--- config.mk ---
export PLATFORM = sky130hd
export DESIGN_NAME = vcac_ctrl
export DESIGN_NICKNAME = d
export VERILOG_FILES = /design/src/core/vcac_pkg.sv /design/src/core/vcac_ctrl.sv
export SDC_FILE = /design/constraint.sdc
export NUM_CORES = 1
export LEC_CHECK = 0
export ABC_AREA = 0
export CORE_ASPECT_RATIO = 1.1
export CORE_MARGIN = 2
export CORE_UTILIZATION = 63
export CTS_CLUSTER_DIAMETER = 200
export DETAILED_ROUTE_END_ITERATION = 6
export DONT_BUFFER_PORTS = 1
export PLACE_DENSITY = 0.79
export SYNTH_ARGS = -nofsm -noshare
export SYNTH_HDL_FRONTEND = slang
export SYNTH_SLANG_ARGS = --single-unit
--- constraint.sdc ---
create_clock -name aclk -period 3 [get_ports aclk]
set_clock_uncertainty 0.2 [all_clocks]
set_input_delay 0.15 -clock aclk [delete_from_list [all_inputs] [get_ports aclk]]
set_output_delay 0.15 -clock aclk [all_outputs]
set_load 0.02 [all_outputs]
--- src/core/vcac_pkg.sv ---
/*
 * package for the capture channel a control block: register offsets,
 * field positions, reset values and the small struct that carries
 * capture-side events.
 * assumes an axi4-lite master with 32-bit data on the register side.
 */
package vcac_pkg;

    // ************************************************************
    // register map
    // ************************************************************
    localparam logic [3:0] VCAC_CTRL_OFS   = 4'h0;  // capture_channel_a_control
    localparam logic [3:0] VCAC_STAT_OFS   = 4'h4;  // capture_channel_a_status
    localparam logic [3:0] VCAC_IRQ_OFS    = 4'h8;  // sticky events, clear on read
    localparam logic [3:0] VCAC_MASK_OFS   = 4'hC;  // interrupt mask

    // ************************************************************
    // control field positions
    // ************************************************************
    localparam int VCAC_RST_BIT   = 31;
    localparam int VCAC_BLK_BIT   = 30;
    localparam int VCAC_RAWID_BIT  = 21;
    localparam int VCAC_FLDINV_BIT = 20;
    localparam int VCAC_EN_BIT    = 15;

    // writable bits: 31..30, 21..15, 12..10, 8..4, 2..0; 29..22 reserved
    localparam logic [31:0] VCAC_CTRL_WMASK = 32'hC03F_9DF7;
    localparam logic [31:0] VCAC_CTRL_RESET = 32'h4002_0030;

    // status bits
    localparam int VCAC_FLD1_BIT  = 28;
    localparam int VCAC_FLD2_BIT  = 29;
    localparam int VCAC_FRAME_BIT = 30;

    // sticky event bits
    localparam int VCAC_EV_FIELD = 0;
    localparam int VCAC_EV_FRAME = 1;
    localparam int VCAC_EV_VERT  = 2;
    localparam int VCAC_EV_RST   = 3;
    localparam int VCAC_EV_W     = 4;

    // capture modes (cmode field 2..0)
    localparam logic [2:0] VCAC_MODE_BT656_LO = 3'h0;
    localparam logic [2:0] VCAC_MODE_YC_HI    = 3'h3;
    localparam logic [2:0] VCAC_MODE_RAW_LO   = 3'h4;
    localparam logic [2:0] VCAC_MODE_RAW_HI   = 3'h5;

    localparam logic [1:0] VCAC_RESP_OKAY   = 2'b00;
    localparam logic [1:0] VCAC_RESP_SLVERR = 2'b10;

    // capture-side events from the field/frame logic
    typedef struct packed {
        logic field_done;   // a field has been captured
        logic frame_done;   // a frame has been captured
        logic vert;         // vertical interrupt point
        logic field_start;  // first line of a new field
        logic raw_fid;      // raw field id input
        logic det_field;    // detected field value
    } vcac_cap_ev_t;

    // reset sequencer states, one-hot
    typedef enum logic [2:0] {
        VCAC_IDLE  = 3'b001,
        VCAC_DRAIN = 3'b010,
        VCAC_FLUSH = 3'b100
    } vcac_rst_st_t;

endpackage

--- src/core/vcac_ctrl.sv ---
/*
 * capture channel a control register bank with its reset sequencer,
 * event gating, field id mapping and a sticky interrupt register.
 * assumes the capture logic and dma engine run on aclk and present
 * one-cycle event pulses; software talks axi4-lite.
 */
// Register access over AXI4-Lite and the register addresses were left to the implementer.
`timescale 1ns/1ps
`default_nettype none

module vcac_ctrl (
    input  wire logic                  aclk,
    input  wire logic                  aresetn,
    // axi4-lite slave
    input  wire logic [3:0]            s_axi_awaddr,
    input  wire logic                  s_axi_awvalid,
    output logic                       s_axi_awready,
    input  wire logic [31:0]           s_axi_wdata,
    input  wire logic [3:0]            s_axi_wstrb,
    input  wire logic                  s_axi_wvalid,
    output logic                       s_axi_wready,
    output logic [1:0]                 s_axi_bresp,
    output logic                       s_axi_bvalid,
    input  wire logic                  s_axi_bready,
    input  wire logic [3:0]            s_axi_araddr,
    input  wire logic                  s_axi_arvalid,
    output logic                       s_axi_arready,
    output logic [31:0]                s_axi_rdata,
    output logic [1:0]                 s_axi_rresp,
    output logic                       s_axi_rvalid,
    input  wire logic                  s_axi_rready,
    // capture side
    input  wire vcac_pkg::vcac_cap_ev_t cap_ev,
    input  wire logic                  dma_req_in,
    input  wire logic                  dma_pending,
    output logic                       dma_event_request,
    output logic                       fifo_flush,
    output logic                       capture_enable_bit,
    output logic                       field_id_active,
    output logic                       field_is_two,
    output logic                       irq
);

    // ************************************************************
    // state
    // ************************************************************
    logic [31:0]                 ctrl_q;
    logic [31:0]                 stat_q;
    logic [vcac_pkg::VCAC_EV_W-1:0] pend_q;
    logic [vcac_pkg::VCAC_EV_W-1:0] mask_q;
    vcac_pkg::vcac_rst_st_t      rst_st_q;
    logic                        hold_q;     // events held off till next field
    logic                        aw_q;
    logic                        w_q;
    logic [3:0]                  awaddr_q;
    logic [31:0]                 wdata_q;
    logic [3:0]                  wstrb_q;

    // ************************************************************
    // decode
    // ************************************************************
    function automatic logic [31:0] strb_merge(input logic [31:0] old_v,
                                               input logic [31:0] new_v,
                                               input logic [3:0]  strb);
        logic [31:0] r;
        r = old_v;
        for (int i = 0; i < 4; i++) begin
            if (strb[i]) begin
                r[i*8 +: 8] = new_v[i*8 +: 8];
            end
        end
        return r;
    endfunction

    wire        aw_have   = aw_q || s_axi_awvalid;
    wire        w_have    = w_q || s_axi_wvalid;
    wire [3:0]  wr_addr   = aw_q ? awaddr_q : s_axi_awaddr;
    wire [31:0] wr_data   = w_q ? wdata_q : s_axi_wdata;
    wire [3:0]  wr_strb   = w_q ? wstrb_q : s_axi_wstrb;
    wire        wr_fire   = aw_have && w_have && !s_axi_bvalid;
    wire        wr_ctrl   = wr_fire && (wr_addr == vcac_pkg::VCAC_CTRL_OFS);
    wire        wr_stat   = wr_fire && (wr_addr == vcac_pkg::VCAC_STAT_OFS);
    wire        wr_mask   = wr_fire && (wr_addr == vcac_pkg::VCAC_MASK_OFS);
    wire        wr_irq    = wr_fire && (wr_addr == vcac_pkg::VCAC_IRQ_OFS);
    wire        wr_hit    = wr_ctrl || wr_stat || wr_mask || wr_irq;
    wire        rd_fire   = s_axi_arvalid && !s_axi_rvalid;
    wire        rd_irq    = rd_fire && (s_axi_araddr == vcac_pkg::VCAC_IRQ_OFS);
    wire [31:0] ctrl_wr   = strb_merge(ctrl_q, wr_data, wr_strb);
    wire [31:0] stat_wr   = strb_merge(32'h0000_0000, wr_data, wr_strb);

    // ************************************************************
    // channel behaviour
    // ************************************************************
    wire        blk       = ctrl_q[vcac_pkg::VCAC_BLK_BIT];
    wire        in_reset  = (rst_st_q != vcac_pkg::VCAC_IDLE);
    wire [2:0]  cmode     = ctrl_q[2:0];
    wire        mode_raw  = (cmode >= vcac_pkg::VCAC_MODE_RAW_LO) &&
                            (cmode <= vcac_pkg::VCAC_MODE_RAW_HI);
    wire        mode_vid  = (cmode <= vcac_pkg::VCAC_MODE_YC_HI);
    // a write of one starts the sequence, zero is ignored
    wire        rst_start = wr_ctrl && wr_strb[3] &&
                            wr_data[vcac_pkg::VCAC_RST_BIT] && !in_reset;
    wire        ev_quiet  = blk || in_reset;
    wire        gate_off  = blk || hold_q || in_reset;
    wire        blk_clear = wr_ctrl && wr_strb[3] && blk &&
                            !wr_data[vcac_pkg::VCAC_BLK_BIT];
    wire        rst_done  = (rst_st_q == vcac_pkg::VCAC_FLUSH);
    wire [vcac_pkg::VCAC_EV_W-1:0] ev_now;

    assign ev_now[vcac_pkg::VCAC_EV_FIELD] = cap_ev.field_done && !ev_quiet;
    assign ev_now[vcac_pkg::VCAC_EV_FRAME] = cap_ev.frame_done && !ev_quiet;
    assign ev_now[vcac_pkg::VCAC_EV_VERT]  = cap_ev.vert && !ev_quiet;
    assign ev_now[vcac_pkg::VCAC_EV_RST]   = rst_done;

    // field mapping: invert in video modes, raw id only when enabled
    wire        fid_on    = mode_raw && ctrl_q[vcac_pkg::VCAC_RAWID_BIT];
    wire        fld2_vid  = cap_ev.det_field ^ ctrl_q[vcac_pkg::VCAC_FLDINV_BIT];
    wire        fld2_nxt  = mode_vid ? fld2_vid : (fid_on ? cap_ev.raw_fid : 1'b0);

    // ************************************************************
    // channel reset sequencer
    // ************************************************************
    // waits out pending dma before the flush so no transfer is cut short
    always_ff @(posedge aclk) begin
        if (!aresetn) begin
            rst_st_q <= vcac_pkg::VCAC_IDLE;
        end else begin
            unique case (rst_st_q)
                vcac_pkg::VCAC_IDLE: begin
                    if (rst_start) rst_st_q <= vcac_pkg::VCAC_DRAIN;
                end
                vcac_pkg::VCAC_DRAIN: begin
                    if (!dma_pending) rst_st_q <= vcac_pkg::VCAC_FLUSH;
                end
                vcac_pkg::VCAC_FLUSH: begin
                    rst_st_q <= vcac_pkg::VCAC_IDLE;
                end
                default: rst_st_q <= vcac_pkg::VCAC_IDLE;
            endcase
        end
    end

    // ************************************************************
    // control register
    // ************************************************************
    // reset bit is a live view of the sequencer, so it self-clears
    always_ff @(posedge aclk) begin
        if (!aresetn) begin
            ctrl_q <= vcac_pkg::VCAC_CTRL_RESET;
        end else if (rst_done) begin
            ctrl_q <= vcac_pkg::VCAC_CTRL_RESET;
        end else if (in_reset) begin
            ctrl_q[vcac_pkg::VCAC_RST_BIT] <= 1'b1;
            ctrl_q[vcac_pkg::VCAC_EN_BIT]  <= 1'b0;
        end else if (wr_ctrl) begin
            ctrl_q <= (ctrl_wr & vcac_pkg::VCAC_CTRL_WMASK)
                      | {rst_start, 31'h0000_0000};
        end
    end

    // hold events off for the rest of the field in which blocking ends
    always_ff @(posedge aclk) begin
        if (!aresetn) begin
            hold_q <= 1'b0;
        end else if (blk_clear) begin
            hold_q <= 1'b1;
        end else if (cap_ev.field_start) begin
            hold_q <= 1'b0;
        end
    end

    // ************************************************************
    // status flags, write one to clear; a capture in the clear cycle wins
    // ************************************************************
    always_ff @(posedge aclk) begin
        if (!aresetn || rst_done) begin
            stat_q <= 32'h0000_0000;
        end else begin
            if (wr_stat) stat_q <= stat_q & ~stat_wr;
            if (ev_now[vcac_pkg::VCAC_EV_FIELD] && !fld2_nxt)
                stat_q[vcac_pkg::VCAC_FLD1_BIT] <= 1'b1;
            if (ev_now[vcac_pkg::VCAC_EV_FIELD] && fld2_nxt)
                stat_q[vcac_pkg::VCAC_FLD2_BIT] <= 1'b1;
            if (ev_now[vcac_pkg::VCAC_EV_FRAME])
                stat_q[vcac_pkg::VCAC_FRAME_BIT] <= 1'b1;
        end
    end

    // ************************************************************
    // interrupt pending and mask; a read clears, a new event wins
    // ************************************************************
    always_ff @(posedge aclk) begin
        if (!aresetn) begin
            pend_q <= '0;
            mask_q <= '0;
        end else begin
            pend_q <= (rd_irq ? '0 : pend_q) | ev_now;
            if (wr_mask) mask_q <= wr_data[vcac_pkg::VCAC_EV_W-1:0];
        end
    end

    // ************************************************************
    // channel outputs, all registered
    // ************************************************************
    always_ff @(posedge aclk) begin
        if (!aresetn) begin
            dma_event_request  <= 1'b0;
            fifo_flush         <= 1'b1;
            capture_enable_bit <= 1'b0;
            field_id_active    <= 1'b0;
            field_is_two       <= 1'b0;
            irq                <= 1'b0;
        end else begin
            dma_event_request  <= dma_req_in && !gate_off;
            fifo_flush         <= blk || rst_done;
            capture_enable_bit <= ctrl_q[vcac_pkg::VCAC_EN_BIT] && !in_reset;
            field_id_active    <= fid_on || mode_vid;
            field_is_two       <= fld2_nxt;
            irq                <= |(pend_q & mask_q);
        end
    end

    // ************************************************************
    // axi4-lite write channel
    // ************************************************************
    // address and data are latched in either order, response after both
    always_ff @(posedge aclk) begin
        if (!aresetn) begin
            aw_q         <= 1'b0;
            w_q          <= 1'b0;
            awaddr_q     <= 4'h0;
            wdata_q      <= 32'h0000_0000;
            wstrb_q      <= 4'h0;
            s_axi_bvalid <= 1'b0;
            s_axi_bresp  <= vcac_pkg::VCAC_RESP_OKAY;
        end else begin
            if (s_axi_awvalid && s_axi_awready) begin
                aw_q     <= 1'b1;
                awaddr_q <= s_axi_awaddr;
            end
            if (s_axi_wvalid && s_axi_wready) begin
                w_q     <= 1'b1;
                wdata_q <= s_axi_wdata;
                wstrb_q <= s_axi_wstrb;
            end
            if (wr_fire) begin
                aw_q         <= 1'b0;
                w_q          <= 1'b0;
                s_axi_bvalid <= 1'b1;
                s_axi_bresp  <= wr_hit ? vcac_pkg::VCAC_RESP_OKAY
                                       : vcac_pkg::VCAC_RESP_SLVERR;
            end else if (s_axi_bready) begin
                s_axi_bvalid <= 1'b0;
            end
        end
    end

    // ************************************************************
    // axi4-lite read channel
    // ************************************************************
    wire [31:0] rd_mux =
        (s_axi_araddr == vcac_pkg::VCAC_CTRL_OFS) ? ctrl_q :
        (s_axi_araddr == vcac_pkg::VCAC_STAT_OFS) ? stat_q :
        (s_axi_araddr == vcac_pkg::VCAC_IRQ_OFS)  ? {28'h000_0000, pend_q} :
        (s_axi_araddr == vcac_pkg::VCAC_MASK_OFS) ? {28'h000_0000, mask_q} :
        32'h0000_0000;

    always_ff @(posedge aclk) begin
        if (!aresetn) begin
            s_axi_rvalid <= 1'b0;
            s_axi_rdata  <= 32'h0000_0000;
            s_axi_rresp  <= vcac_pkg::VCAC_RESP_OKAY;
        end else if (rd_fire) begin
            s_axi_rvalid <= 1'b1;
            s_axi_rdata  <= rd_mux;
            s_axi_rresp  <= vcac_pkg::VCAC_RESP_OKAY;
        end else if (s_axi_rready) begin
            s_axi_rvalid <= 1'b0;
        end
    end

    // ************************************************************
    // handshake readies
    // ************************************************************
    // next-cycle views of the handshake state, so each ready can be a flop
    // and still show exactly what the latched state will allow
    wire        aw_nxt    = !wr_fire && (aw_q || (s_axi_awvalid && s_axi_awready));
    wire        w_nxt     = !wr_fire && (w_q || (s_axi_wvalid && s_axi_wready));
    wire        bv_nxt    = wr_fire || (s_axi_bvalid && !s_axi_bready);
    wire        rv_nxt    = rd_fire || (s_axi_rvalid && !s_axi_rready);

    // registered readies keep every port of the block on a flop
    always_ff @(posedge aclk) begin
        if (!aresetn) begin
            s_axi_awready <= 1'b1;
            s_axi_wready  <= 1'b1;
            s_axi_arready <= 1'b1;
        end else begin
            s_axi_awready <= !aw_nxt && !bv_nxt;
            s_axi_wready  <= !w_nxt && !bv_nxt;
            s_axi_arready <= !rv_nxt;
        end
    end

endmodule

`default_nettype wire

==> metrics <==
Pre-Repair DR Iteration Count=7; Slowest-stage cell, CP=dlygate4sd3_1; H-tree level count=4; die area=between 0.01 and 0.015 mm^2; post-synthesis sequential area ratio=50.1%; Async SR Flop Fraction=0%; number of synthesized flops with an enable pin=0; library cells used by synthesis=58; initial antenna violation count=0; power share of the clock group=between 40% and 50%; drt initial violations=~730; Die W=97.0 um; number of clock sinks=150; clk buf depth=2; non-filler cells, final=slightly below 900; first-pass GRT wire length=between 30000 and 40000 um; PwrDens=626 mW/mm^2; crit path max fanout=5; Post-Syn Area=0.00600 mm^2; worst path required time=3.17 ns; overall routing resource usage=between 30% and 40%; WL final=19600 um; Net Switching=around 1300 uW; reg2reg start=s_axi_rvalid$_SDFFE_PN0P_; final hold violation count=0; YS warnings=0; PortBufs=0; Worst slew margin=between 30% and 40%; io pins=106; design area=0.00791 mm^2; Setup Fix Bufs, Post-CTS=0; GRT overflow=0; placed cells=737; cell mode on critical path=dlygate4sd3_1; critical path cell sequence=nor4b_2 -> buf_4 -> dlygate4sd3_1 -> nand3b_1 -> a22oi_1 -> dlygate4sd3_1 -> nor2_1; Vias/cell=about 6.7; setup TNS=0 ns; outcome=complete, no violations; Fmax=around 350 MHz; share of cells above drive strength 1=roughly 9%; startpoint types=flip-flop; worst vdd ir=between 0.4 and 0.5 mV; Synth Register Bits=150; Crit path arrival time=approximately 3.1 ns; Final ANT Viol Nets=0; placed inst area=0.00606 mm^2; final setup fails=0; measured slew at the worst slew-check pin=0.908 ns; nets=822; Post-DP HPWL=10200 um; Crit. Startpoint=s_axi_rvalid$_SDFFE_PN0P_; Synth area leader=dfxtp_1; CTS Root Cell=clkbuf_8; Switching Fraction=around a quarter; ys flop type=dfxtp_1; crit-path max cell delay=0.63 ns; Place WS=0.455 ns; core area=0.00931 mm^2; WL per Instance=21.9 um; Worst-path clk slew=0.06 ns; Int Pwr=3660 uW; area share of the largest cell type after synthesis=50.1%; vias in the first global route=5929; leakage power=0.00305 uW; final worst slack=around 0.13 ns; crit share post-route=95.8%; RePlAce Congestion=about 0.84; syn_area_per_cell=9.19 um^2; Die Y=106 um; main area contributors after synthesis=dfxtp_1, nand2_1, a21oi_1, mux2i_1, o211a_1; delay-heaviest family, CP=buffers and inverters; n_diodes=0; Critical Path Sink Type=flip-flop; Max-cap violations=0; Worst-Skew Late Latency=about 0.55 ns; sequential share of power=43.6%; RSZ-0062 raised after global routing=false; Hold Crit Start=s_axi_wvalid; Buf/Inv on CP=3; Fillers=~460; initial core utilization=64.5%; Tmin final=2.87 ns; num rows=37; CTS tree=done; crit path kind=flip-flop to flip-flop; Hold Path Class=input port to flip-flop; area grow syn2layout=31.9%; CTS buffer count=17; DRC viols=0; Vias=5960; final number of max-transition violations=0; largest net degree at the start of global routing=85; Comb power frac=approximately an eighth; Gate Count Post-Synth=653
==> cell usage in the layout, fill, tap and decap left out, types with 3 or more instances in the layout <==
| cell type | synthesis | final |
|---|---|---|
| clkbuf_8 | 0 | 4 |
| nor3b_1 | 3 | 3 |
| bufinv_16 | 0 | 3 |
| mux2_2 | 4 | 4 |
| nand3_1 | 17 | 17 |
| o21ai_0 | 18 | 18 |
| nor2b_1 | 6 | 5 |
| dlygate4sd3_1 | 0 | 124 |
| or3_1 | 10 | 10 |
| nand3b_1 | 3 | 3 |
| nand2b_1 | 8 | 8 |
| a311oi_1 | 7 | 7 |
| nand2_1 | 108 | 108 |
| o311a_1 | 9 | 9 |
| o211a_1 | 20 | 20 |
| o32ai_1 | 4 | 4 |
| mux2i_1 | 27 | 27 |
| clkbuf_16 | 0 | 16 |
| mux4_2 | 3 | 3 |
| a22oi_1 | 8 | 8 |
| nor3_1 | 19 | 19 |
| a21oi_1 | 76 | 76 |
| a221oi_1 | 17 | 17 |
| nor2_1 | 30 | 29 |
| dfxtp_1 | 150 | 149 |
| a31oi_1 | 5 | 5 |
| a32oi_1 | 4 | 4 |
| clkinvlp_4 | 0 | 3 |
| inv_1 | 6 | 5 |
| buf_4 | 3 | 15 |
| conb_1 | 1 | 3 |
| and2_1 | 4 | 3 |
==> power by group through the flow <==
stage          logic (uW)  clock network (uW)  registers (uW)
6_report              608                2190            2160
5_1_grt               646                2270            2160
4_1_cts               559                2170            2150
3_5_place_dp          400                   0            2190
3_3_place_gp          388                   0            2190
2_1_floorplan         318                   0            2180
==> worst paths after layout <==
check	end	slack, ns	cells after the start
max	pend_q[2]$_SDFF_PN0_	0.13	7
min	w_q$_SDFFE_PP0P_	0.09	3
max reg2reg	pend_q[2]$_SDFF_PN0_	0.13	7
min reg2reg	dma_event_request$_SDFF_PN0_	0.24	1
==> metrics by stage <==
stage	total power, uW	hold WS [ns]	util [%]
floorplan	2500	0.0261	-
global placement	2580	0.0275	65.1
detailed placement	2590	0.0327	65.1
CTS	4870	0.0168	85.0
global route	5080	0.101	85.0
finish	4960	0.0853	85.0
==> worst register-to-register path, delay by kind of cell (launching register included) <==
family / cells / cell delay (ns)
simple gates: 3 / 0.54
buf+inv: 3 / 1.37
compound gates: 1 / 0.17
flops: 1 / 0.42
==> synthesized netlist by cell type, drive strengths merged (5+ instances only) <==
cell / number
a21oi: 77
a221oi: 18
a22oi: 8
a311oi: 7
a31oi: 5
buf: 14
clkbuf: 36
dfxtp: 150
inv: 6
mux2i: 27
nand2: 108
nand2b: 8
nand3: 17
nor2: 30
nor2b: 6
nor3: 19
o211a: 20
o21ai: 19
o311a: 9
or3: 12
==> final cells by class <==
cell class / count / area, um^2 / share of cell area (%)
clock inverter: 10 / 144 / 1.82
clock buffer: 22 / 463 / 5.85
multi-input combinational: 449 / 2780 / 35.1
tap: 117 / 146 / 1.85
sequential: 150 / 3000 / 38.0
inverter: 6 / 22.5 / 0.285
timing repair buffer: 139 / 1350 / 17.1
==> logic make-up (layout without fill, tap and decap cells) <==
logic type	count (synthesis)	count (layout)	synth area share [%]
compound gates	186	186	21.4
simple gates	225	225	17.9
xor+xnor	1	1	0.146
buf+inv	56	177	4.03
other cells	1	3	0.0625
mux	34	34	6.38
flops	150	150	50.1
==> layer usage <==
metal	global-route usage, %	vias to the layer above	share of wire (%)
met2	63.8	444	48
li1	-	2604	-
met4	14.9	0	3.9
met1	45.9	2822	37
met3	12.1	90	11
met5	0	-	0
==> what timing repair did <==
| action | in CTS | in global routing |
|---|---|---|
| setup endpoints to repair | 0 | 3 |
| endpoints found under the hold margin | 146 | 0 |
| gates resized for setup | 0 | 2 |
| hold buffers | 124 | 0 |
Power figures use the tool's default switching activity.
